`src/rtl/operand_pkg.sv`:
```
`default_nettype none
package operand_pkg;
    localparam logic [7:0] special_function_register_base = 8'h80;
    localparam logic [7:0] bit_ram_base = 8'h20;
    localparam logic [1:0] one_cycle = 2'h1;
    localparam logic [1:0] two_cycle = 2'h2;

    typedef enum logic [2:0] {
        cls_arith, cls_logic, cls_xfer, cls_bool, cls_branch
    } instr_class_t;

    typedef enum logic [3:0] {
        mode_none, mode_direct, mode_ind8, mode_ind16, mode_reg, mode_implied,
        mode_imm, mode_indexed, mode_bit
    } addr_mode_t;

    typedef enum logic [2:0] {
        space_none, space_iram, space_special_function_register, space_xram, space_code,
        space_const
    } mem_space_t;

    typedef struct packed {
        logic [7:0] opcode;
        logic [7:0] byte1;
        logic [7:0] byte2;
    } instr_t;

    typedef struct packed {
        logic [7:0] acc;
        logic [15:0] data_pointer;
        logic [7:0] r0;
        logic [7:0] r1;
        logic [1:0] bank;
    } core_state_t;

    typedef struct packed {
        instr_class_t iclass;
        addr_mode_t mode;
        mem_space_t space;
        logic [15:0] addr;
        logic [7:0] imm;
        logic [2:0] bit_pos;
        logic rd;
        logic wr;
        logic [1:0] cycles;
    } operand_t;
endpackage
`default_nettype wire

```
`src/rtl/class_decode.sv`:
```
`default_nettype none
module class_decode (
    input wire logic [7:0] opcode_i,
    output operand_pkg::instr_class_t iclass_o
);
    logic [3:0] hi;
    logic [3:0] lo;
    always_comb begin
        hi = opcode_i[7:4];
        lo = opcode_i[3:0];
        iclass_o = operand_pkg::cls_xfer;
        // classic encoding partitioned into five classes
        if (lo == 4'h1 || opcode_i == 8'h02 || opcode_i == 8'h12 || opcode_i == 8'h22 ||
            opcode_i == 8'h32 || opcode_i == 8'h73 || opcode_i == 8'h00) begin
            iclass_o = operand_pkg::cls_branch;
        end else if (lo >= 4'h8 && (hi == 4'hd)) begin
            iclass_o = operand_pkg::cls_branch;
        end else if (hi <= 4'h3 && lo == 4'h0 && opcode_i != 8'h00) begin
            iclass_o = operand_pkg::cls_branch;
        end else if (opcode_i == 8'h40 || opcode_i == 8'h50 || opcode_i == 8'h60 ||
                     opcode_i == 8'h70 || opcode_i == 8'h80 || opcode_i == 8'hd5 ||
                     (hi == 4'hb && lo >= 4'h4)) begin
            iclass_o = operand_pkg::cls_branch;
        end else if (opcode_i == 8'h72 || opcode_i == 8'h82 || opcode_i == 8'h92 ||
                     opcode_i == 8'ha0 || opcode_i == 8'ha2 || opcode_i == 8'hb0 ||
                     opcode_i == 8'hb2 || opcode_i == 8'hb3 || opcode_i == 8'hc2 ||
                     opcode_i == 8'hc3 || opcode_i == 8'hd2 || opcode_i == 8'hd3) begin
            iclass_o = operand_pkg::cls_bool;
        end else if ((hi <= 4'h1 && lo >= 4'h4) || (hi >= 4'h2 && hi <= 4'h3 && lo >= 4'h4) ||
                     (hi == 4'h9 && lo >= 4'h4) || opcode_i == 8'ha3 || opcode_i == 8'ha4 ||
                     opcode_i == 8'h84 || opcode_i == 8'hd4) begin
            iclass_o = operand_pkg::cls_arith;
        end else if ((hi >= 4'h4 && hi <= 4'h6 && lo >= 4'h2) || opcode_i == 8'h03 ||
                     opcode_i == 8'h13 || opcode_i == 8'h23 || opcode_i == 8'h33 ||
                     opcode_i == 8'hc4 || opcode_i == 8'he4 || opcode_i == 8'hf4) begin
            iclass_o = operand_pkg::cls_logic;
        end
    end
endmodule
`default_nettype wire

```
`src/rtl/operand_addressing.sv`:
```
`default_nettype none
module operand_addressing (
    input wire logic sys_clk_i,
    input wire logic rst_n_i,
    input wire logic instr_valid_i,
    input wire operand_pkg::instr_t instr_i,
    input wire operand_pkg::core_state_t state_i,
    output operand_pkg::operand_t operand_o,
    output logic operand_valid_o,
    output logic [4:0] reg_addr_o
);
    operand_pkg::instr_class_t iclass;
    operand_pkg::operand_t op_d;
    operand_pkg::operand_t op_q;
    logic valid_d;
    logic valid_q;
    logic [4:0] reg_d;
    logic [4:0] reg_q;
    logic [7:0] opc;
    logic [3:0] lo;
    logic [7:0] ind8;
    logic [7:0] bitaddr;
    operand_pkg::mem_space_t direct_space;

    class_decode u_class (
        .opcode_i(instr_i.opcode),
        .iclass_o(iclass)
    );

    always_comb begin
        opc = instr_i.opcode;
        lo = opc[3:0];
        ind8 = opc[0] ? state_i.r1 : state_i.r0;
        bitaddr = instr_i.byte1;
        direct_space = operand_pkg::space_iram;
        if (instr_i.byte1 >= operand_pkg::special_function_register_base) begin
            direct_space = operand_pkg::space_special_function_register;
        end
        op_d = '0;
        op_d.iclass = iclass;
        op_d.mode = operand_pkg::mode_none;
        op_d.space = operand_pkg::space_none;
        op_d.cycles = operand_pkg::two_cycle;
        reg_d = reg_q;
        valid_d = instr_valid_i;
        if (opc == 8'he0 || opc == 8'hf0) begin
            // external data through the data pointer, accumulator only
            op_d.mode = operand_pkg::mode_ind16;
            op_d.space = operand_pkg::space_xram;
            op_d.addr = state_i.data_pointer;
            op_d.rd = (opc == 8'he0);
            op_d.wr = (opc == 8'hf0);
        end else if (opc == 8'he2 || opc == 8'he3 || opc == 8'hf2 || opc == 8'hf3) begin
            op_d.mode = operand_pkg::mode_ind8;
            op_d.space = operand_pkg::space_xram;
            op_d.addr = {8'h00, ind8};
            op_d.rd = !opc[4];
            op_d.wr = opc[4];
        end else if (opc == 8'h93 || opc == 8'h83) begin
            // lookup read only, never a write
            op_d.mode = operand_pkg::mode_indexed;
            op_d.space = operand_pkg::space_code;
            op_d.addr = (opc == 8'h93) ? state_i.data_pointer + {8'h00, state_i.acc} :
                        16'h0000 + {8'h00, state_i.acc};
            op_d.rd = 1'b1;
        end else if (iclass == operand_pkg::cls_bool || opc == 8'h10 || opc == 8'h20 ||
                     opc == 8'h30) begin
            if (opc != 8'hb3 && opc != 8'hc3 && opc != 8'hd3) begin
                op_d.mode = operand_pkg::mode_bit;
                op_d.bit_pos = bitaddr[2:0];
                op_d.rd = 1'b1;
                if (bitaddr < operand_pkg::special_function_register_base) begin
                    op_d.space = operand_pkg::space_iram;
                    op_d.addr = {8'h00, operand_pkg::bit_ram_base + {4'h0, bitaddr[6:3]}};
                end else begin
                    op_d.space = operand_pkg::space_special_function_register;
                    op_d.addr = {8'h00, bitaddr[7:3], 3'h0};
                end
            end else begin
                op_d.mode = operand_pkg::mode_implied;
                op_d.cycles = operand_pkg::one_cycle;
            end
        end else if (lo >= 4'h8 && iclass != operand_pkg::cls_branch) begin
            op_d.mode = operand_pkg::mode_reg;
            op_d.space = operand_pkg::space_iram;
            reg_d = {state_i.bank, opc[2:0]};
            op_d.addr = {11'h000, state_i.bank, opc[2:0]};
            op_d.rd = 1'b1;
            op_d.cycles = operand_pkg::one_cycle;
        end else if ((lo == 4'h6 || lo == 4'h7) && iclass != operand_pkg::cls_branch) begin
            op_d.mode = operand_pkg::mode_ind8; // indirect reaches upper RAM
            op_d.space = operand_pkg::space_iram;
            op_d.addr = {8'h00, ind8};
            op_d.rd = 1'b1;
        end else if (lo == 4'h5 && iclass != operand_pkg::cls_branch) begin
            op_d.mode = operand_pkg::mode_direct;
            op_d.space = direct_space;
            op_d.addr = {8'h00, instr_i.byte1};
            op_d.rd = 1'b1;
        end else if (lo == 4'h4 && opc[7:4] >= 4'h2 && opc[7:4] <= 4'h9 && opc != 8'h84) begin
            op_d.mode = operand_pkg::mode_imm;
            op_d.space = operand_pkg::space_const;
            op_d.imm = (opc == 8'h74 || opc[7:4] <= 4'h3 || opc[7:4] == 4'h9 ||
                        opc[7:4] <= 4'h6) ? instr_i.byte1 : instr_i.byte2;
        end else if (opc[7:4] >= 4'h4 && opc[7:4] <= 4'h6 && (lo == 4'h2 || lo == 4'h3)) begin
            op_d.mode = operand_pkg::mode_direct;
            op_d.space = direct_space;
            op_d.addr = {8'h00, instr_i.byte1};
            op_d.rd = 1'b1;
            op_d.wr = 1'b1;
            op_d.imm = instr_i.byte2;
        end else if (lo == 4'h4 || opc == 8'h03 || opc == 8'h13 || opc == 8'h23 ||
                     opc == 8'h33 || opc == 8'ha3) begin
            op_d.mode = operand_pkg::mode_implied;
            op_d.cycles = operand_pkg::one_cycle;
        end
    end

    always_ff @(posedge sys_clk_i) begin
        if (!rst_n_i) begin
            op_q <= '0;
            valid_q <= 1'b0;
            reg_q <= 5'h00;
        end else begin
            op_q <= op_d;
            valid_q <= valid_d;
            reg_q <= reg_d;
        end
    end

    assign operand_o = op_q;
    assign operand_valid_o = valid_q;
    assign reg_addr_o = reg_q;
endmodule
`default_nettype wire

```
`config.mk`:
```
export PLATFORM = sky130hd
export DESIGN_NAME = operand_addressing
export DESIGN_NICKNAME = d
export VERILOG_FILES = /design/src/rtl/operand_pkg.sv /design/src/rtl/class_decode.sv /design/src/rtl/operand_addressing.sv
export SDC_FILE = /design/constraint.sdc
export NUM_CORES = 1
export LEC_CHECK = 0
export BUFFER_PORTS_ARGS = -buffer_cell sky130_fd_sc_hd__clkbuf_2
export CORE_MARGIN = 2
export CORE_UTILIZATION = 35
export CTS_BUF_LIST = sky130_fd_sc_hd__clkbuf_4
export DETAILED_ROUTE_END_ITERATION = 10
export PLACE_DENSITY = 0.59
export SKIP_CTS_REPAIR_TIMING = 1
export SYNTH_ARGS = -nofsm -noshare
export SYNTH_HDL_FRONTEND = slang
export SYNTH_SLANG_ARGS = --single-unit
```
`constraint.sdc`:
```
create_clock -name sys_clk_i -period 2.8 [get_ports sys_clk_i]
set_input_delay 0.28 -clock sys_clk_i [delete_from_list [all_inputs] [get_ports sys_clk_i]]
set_output_delay 0.28 -clock sys_clk_i [all_outputs]
set_load 0.02 [all_outputs]
```
==> run_results.csv, run 1 <==
group,metric,value,unit
run_status,status,"finished clean",
grt,first_global_vias,3119,
worst_setup_path,critical_path_class,"primary input to flop",
synthesis,syn_area,3080,sq um
finish,layout-area-overhead-vs-synth,26.5,%
detailed_routing,route.detailed.drc,0,
finish,num_antenna_cells,0,
finish,drive_gt1_share,33.5,%
worst_hold_path,min_from,"state_i[28]",
timing,period_share,76.8,%
power_and_ir_drop,power,1630,uW
synthesis,ys_ff_latch,47,
power_and_ir_drop,ir_drop,0.253,mV
timing,clock_skew,0,ps
finish,seq_area,941,sq um
synthesis,synth_compound_area_share,27.1,%
finish,fillerInstances,901,
floorplan,design.die.area,9580,sq um
worst_setup_path,cp_top_family,"simple AND/OR/NAND/NOR gates",
worst_setup_path,path_common_cell,"nand3_1",
clock_network,cts_num_sinks,47,
clock_network,clock_latency,380,ps
floorplan,die_h,97.9,um
synthesis,yosys.area_share.simple,26.8,%
worst_setup_path,timing.rr.start,"reg_addr_o[0]",
detailed_routing,wl_per_cell,17.4,um
worst_setup_path,crit_slowest_cell,"or4_1",
timing,fmaxAchievable,0.465,GHz
detailed_routing,drt-initial-drc-count,255,
worst_setup_path,crit_path_end_kind,"flop",
timing,fin_crit,2150,ps
clock_network,cts_root_buffer,"clkbuf_4",
timing,tns,0,ps
synthesis,synth_fa_ha_area_share,3.89,%
timing,worst_pin_slew,594,ps
synthesis,seq_area_frac_synth,30.5,%
worst_setup_path,worstSetupStartpoint,"state_i[34]",
detailed_routing,vias_per_cell,5.66,
synthesis,yosysWarningCount,0,
clock_network,cts_buffers,5,
synthesis,synth_mux_area_share,4.71,%
placement,place_congestion,0.931,
synthesis,ys_async_sr_fraction,0,%
clock_network,cts_tree,"built",
detailed_routing,dr_total_vias,3401,
synthesis,synth_top_area_cell,"dfxtp_1",
detailed_routing,drt-total-wl,10.4,mm
floorplan,num_io_pins,116,
synthesis,synthTopCellsByArea,"dfxtp_1 (31%), a21oi_1 (4.1%), nor2_1 (3.9%)",
grt,grt_max_degree,20,
clock_network,path_clk_slew,140,ps
finish,fin_area,3900,sq um
synthesis,syn_avg_cell_area,8.18,sq um
clock_network,cts_max_level,2,
synthesis,netlist.area_leader.share,30.5,%
worst_setup_path,worstPathMaxFanout,5,
clock_network,clockBufferDepth,2,
synthesis,syn-num-nets,455,
synthesis,ys.flop_type,"dfxtp_1",
worst_setup_path,crit_required,3110,ps
power_and_ir_drop,p_leak,0.00174,uW
timing,max_slew_margin,60.4,%
placement,port_buffers,115,
timing,rsz0062_at_grt,"false",
job,maxCapViolCount,0,
placement,dp_hpwl,8.23,mm
detailed_routing,drt_first_pass_iters,5,
floorplan,core_area,8640,sq um
floorplan,initial_core_util,35.7,%
finish,multi_input_area,1970,sq um
finish,mostFrequentLayoutCell,"clkbuf_2",
finish,nNetsFinal,570,
synthesis,synth_top_family_by_area,"compound AO/OA/AOI/OAI gates",
floorplan,dieWidth,97.9,um
detailed_routing,antenna_left,0,
worst_setup_path,critPathLaunchType,"primary input",
timing,slew_viol_final,0,
worst_setup_path,slowest_delay,500,ps
synthesis,netlist_instances,377,
synthesis,yosysUniqueCellTypes,76,
worst_setup_path,arrival,2470,ps
timing,setup_violations,0,
placement,place_area,3800,sq um
grt,grt_first_pass_wirelength,16.5,mm
worst_setup_path,cp.buffers_inverters,2,
worst_setup_path,path_cells,"clkbuf_2 > ha_1 > inv_1 > fa_1 > nand2b_1 > a21oi_1 > o41a_1 > nand3_1 > or4_1 > nand3_1",
worst_hold_path,hold_path_class,"primary input to flop",
synthesis,synth-edff-count,0,
floorplan,rows,34,
grt,grt_overflow_total,0,
finish,layout_common_cells,"clkbuf_2 (115), dfxtp_1 (47), nor2_1 (32)",
timing,finalHoldViolations,0,
grt,grt.total_usage,21.2,%
power_and_ir_drop,p_per_area,419,nW/um^2
synthesis,synth-xor-area-share,1.42,%
grt,antenna_found_initial,0,
-- cell type report --
class | instances | share of cell area [%]
inverter | 14 | 1.35
clock buffer | 6 | 1.15
clock inverter | 2 | 1.54
tap | 108 | 3.46
multi-input combinational | 293 | 50.5
timing repair buffer | 131 | 17.8
sequential | 47 | 24.1
-- synthesized netlist by cell type (4+ instances only) --
library cell	n
a21o_1	4
a21oi_1	25
a22oi_1	9
a31oi_1	8
and2_1	10
buf_2	10
clkbuf_1	8
dfxtp_1	47
ha_1	8
inv_1	13
mux2_2	4
mux2i_1	10
nand2_1	31
nand2b_1	4
nand3_1	13
nand4_1	4
nor2_1	32
nor2_2	8
nor2b_1	6
nor3_1	6
nor4_1	4
o211ai_1	4
o21ai_0	23
o221ai_1	4
o22ai_1	4
or3_1	4
-- worst register-to-register path: cells and delay by family (launching register included) --
| family | cells | cell delay [ps] |
|---|---|---|
| DFF | 1 | 350 |
| muxes | 1 | 120 |
| and+or+nand+nor | 1 | 50 |
-- logic make-up after synthesis --
group / count (synthesis)
AOI/OAI and AO/OA: 116
xor gates and xnor gates: 5
adders and majority gates: 9
buffers and inverters: 37
DFF: 47
muxes: 14
and+or+nand+nor: 149
-- where the power goes --
part           internal, uW  total, uW  switching, uW
combinational           162        408            246
clock                   288        523            235
sequential              696        704           8.62
-- path summary, 6_finish.rpt --
check,slack [ps],to,depth (start not counted)
setup / recovery,650,operand_o[29],10
hold / removal,110,operand_o[25],2
setup reg to reg,2200,reg_addr_o[0],2
hold reg to reg,520,reg_addr_o[2],2
-- metal layers --
| layer | vias up | GRT usage, % | part of all wire, % |
|---|---|---|---|
| met5 | - | 0 | 0 |
| met4 | 0 | 4.59 | 0.69 |
| met3 | 11 | 3.65 | 8.0 |
| met2 | 180 | 33.0 | 45 |
| met1 | 1565 | 30.9 | 47 |
| li1 | 1645 | - | - |
-- metrics by stage --
stage | hold WS [ps] | worst slack, ps | instances | utilization [%]
4_1_cts | 97.6 | 692 | 601 | 45.2
5_1_grt | 92.9 | 557 | 601 | 45.2
3_3_place_gp | 478 | 338 | 593 | 44.0
2_1_floorplan | 387 | 640 | 377 | -
3_5_place_dp | 483 | 307 | 593 | 44.0
6_report | 114 | 649 | 601 | 45.2
-- state kept, by name, summed over array words and instances (netlist names) --
signal	cells
operand_valid_o	1
reg_addr_o	5
operand_o	41
No activity file was read; power rests on OpenSTA's default activity.
==> inputs of run 2 (changes only) <==
--- a/config.mk
+++ b/config.mk
@@ -5,12 +5,13 @@
 export SDC_FILE = /design/constraint.sdc
 export NUM_CORES = 1
 export LEC_CHECK = 0
+export ABC_AREA = 1
 export BUFFER_PORTS_ARGS = -buffer_cell sky130_fd_sc_hd__clkbuf_2
 export CORE_MARGIN = 2
 export CORE_UTILIZATION = 35
 export CTS_BUF_LIST = sky130_fd_sc_hd__clkbuf_4
 export DETAILED_ROUTE_END_ITERATION = 10
-export PLACE_DENSITY = 0.59
+export PLACE_DENSITY = 0.61
 export SKIP_CTS_REPAIR_TIMING = 1
 export SYNTH_ARGS = -nofsm -noshare
 export SYNTH_HDL_FRONTEND = slang
==> constraint.sdc (replaced) <==
create_clock -name sys_clk_i -period 1.8 [get_ports sys_clk_i]
set_input_delay 0.18 -clock sys_clk_i [delete_from_list [all_inputs] [get_ports sys_clk_i]]
set_output_delay 0.18 -clock sys_clk_i [all_outputs]
set_load 0.02 [all_outputs]
==> run 2 against run 1 <==
  * Hold slack got worse by 100 ps
  * Clock power rose by 32%
  * Clock skew did not move
  * Sequential power rose by 55%
==> run_results.csv, run 2 <==
group,metric,value,unit
synthesis,netlist_instances,493,
timing,fin_crit,1590,ps
worst_setup_path,crit_required,2110,ps
clock_network,path_clk_slew,160,ps
floorplan,core_area,8680,sq um
placement,place_area,4160,sq um
synthesis,syn_avg_cell_area,6.33,sq um
grt,grt_max_degree,17,
worst_setup_path,critical_path_class,"primary input to flop",
timing,setup_violations,0,
floorplan,initial_core_util,36.0,%
synthesis,synth_compound_area_share,14.7,%
finish,largest_reg_flops,41,
worst_setup_path,cp.buffers_inverters,2,
clock_network,cts_tree,"built",
job,maxCapViolCount,0,
run_status,status,"finished clean",
detailed_routing,wl_met2,4.81,mm
floorplan,die_h,98.5,um
worst_setup_path,critPathLaunchType,"primary input",
floorplan,num_io_pins,116,
finish,nNetsFinal,736,
synthesis,ys.flop_type,"dfxtp_1",
finish,layout_common_cells,"nand2_1 (129), clkbuf_2 (115), nor2_1 (67)",
floorplan,design.die.area,9690,sq um
timing,fmaxAchievable,0.629,GHz
clock_network,clock_latency,370,ps
grt,first_global_vias,3453,
finish,layout-area-overhead-vs-synth,36.3,%
detailed_routing,drt-total-wl,10.5,mm
worst_hold_path,hold_path_class,"primary input to flop",
synthesis,synth_top_area_cell,"dfxtp_1",
worst_setup_path,crit_slowest_cell,"fa_1",
synthesis,syn_area,3120,sq um
synthesis,yosys.area_share.simple,39.0,%
detailed_routing,dr_total_vias,3750,
placement,place_ws,-162,ps
synthesis,seq_area_frac_synth,30.1,%
grt,grt_first_pass_wirelength,16.3,mm
synthesis,synth_fa_ha_area_share,3.85,%
synthesis,synth-xor-area-share,1.12,%
timing,period_share,88.4,%
worst_setup_path,arrival,1900,ps
finish,fillerInstances,939,
grt,antenna_found_initial,0,
synthesis,ys_ff_latch,47,
detailed_routing,highest_layer,"met4",
detailed_routing,met1_length,4.82,mm
synthesis,ys_async_sr_fraction,0,%
detailed_routing,route.detailed.drc,0,
synthesis,synth_most_common_cell,"nand2_1",
timing,slew_viol_final,0,
synthesis,synthTopCellsByArea,"dfxtp_1 (30%), nand2_1 (16%), nor2_1 (8.1%)",
synthesis,syn-num-nets,571,
synthesis,synth_top_family_by_area,"simple AND/OR/NAND/NOR gates",
power_and_ir_drop,p_per_area,581,nW/um^2
synthesis,synth_mux_area_share,1.92,%
clock_network,cts_max_level,2,
worst_setup_path,path_common_cell,"o21ai_0",
clock_network,cts_buffers,5,
worst_setup_path,crit_path_end_kind,"flop",
power_and_ir_drop,ir_drop,0.273,mV
detailed_routing,wl_per_cell,13.7,um
clock_network,clockBufferDepth,2,
floorplan,dieWidth,98.5,um
detailed_routing,vias_per_cell,4.89,
placement,port_buffers,115,
worst_setup_path,slowest_delay,420,ps
finish,num_antenna_cells,0,
timing,max_slew_margin,72.2,%
detailed_routing,antenna_left,0,
grt,grt_overflow_total,0,
synthesis,yosysUniqueCellTypes,38,
power_and_ir_drop,p_leak,0.00229,uW
worst_setup_path,path_cells,"clkbuf_2 > ha_1 > inv_1 > fa_1 > o21bai_1 > nand4_1 > o21ai_0 > nand2_1 > o21ai_0 > nand3_1 > o21ai_0",
clock_network,cts_root_buffer,"clkbuf_4",
timing,clock_skew,0,ps
synthesis,netlist.area_leader.share,30.1,%
detailed_routing,drt_first_pass_iters,4,
worst_setup_path,worstPathMaxFanout,3,
finish,drive_gt1_share,31.3,%
synthesis,synth.top_cells.by_count,"nand2_1 (129), nor2_1 (67), inv_1 (64)",
timing,hold_ws,12.8,ps
placement,place_congestion,0.915,
floorplan,rows,34,
timing,worst_pin_slew,414,ps
synthesis,synth-edff-count,0,
worst_setup_path,cp_top_family,"compound AO/OA/AOI/OAI gates",
placement,dp_hpwl,8.79,mm
synthesis,yosysWarningCount,0,
detailed_routing,wl_met3,671,um
timing,setup_slack,209,ps
finish,fin_area,4260,sq um
detailed_routing,drt-initial-drc-count,245,
timing,rsz0062_at_grt,"false",
finish,mostFrequentLayoutCell,"nand2_1",
grt,grt.total_usage,21.0,%
timing,finalHoldViolations,0,
timing,tns,0,ps
clock_network,cts_num_sinks,47,
## run 2: worst register-to-register path: stages, from the launching register on
cell	delay (ps)
dfxtp_1	370
nand2_1	60
a21oi_1	130
## run 2: kinds of logic (layout without fill, tap and decap cells)
group,count (synthesis),after routing
AOI/OAI and AO/OA,80,80
xor gates and xnor gates,4,4
adders and majority gates,9,9
buffers and inverters,76,242
DFF,47,47
muxes,6,6
and+or+nand+nor,271,271
## run 2: through the flow
stage	total power, uW	std cells	utilization [%]
after floorplan	1490	493	-
after global placement	1800	758	48.0
after detailed placement	1800	758	48.0
after CTS	2480	766	48.9
after global routing	2590	767	49.1
final	2470	767	49.1
## run 2: area by class of cell
type                            count  area (sq um)  area share (%)
Sequential cell                    47           941            22.1
Tap cell                          108           135            3.17
Timing Repair Buffer              163           938            22.0
Clock inverter                      3          46.3            1.09
Multi-Input combinational cell    370          1890            44.5
Inverter                           71           267            6.26
Clock buffer                        5          37.5           0.882
## run 2: where the power goes
part           internal, uW  total [uW]  switching, uW
Sequential             1080        1090           13.1
Clock                   297         690            392
Combinational           271         690            419
Total                  1650        2470            824
## run 2: final timing paths
path         slack, ps     startpoint       endpoint  depth (start not counted)
max                210    state_i[18]  operand_o[29]                         11
min                 10     instr_i[2]   operand_o[9]                          3
max reg2reg       1190  reg_addr_o[0]  reg_addr_o[0]                          2
min reg2reg        470  reg_addr_o[3]  reg_addr_o[3]                          2
## run 2: layer usage
layer / vias to the layer above / track usage (%)
li1: 1917 / -
met1: 1677 / 27.7
met2: 138 / 35.5
met4: 0 / 6.64
met5: - / 0
met3: 18 / 2.91
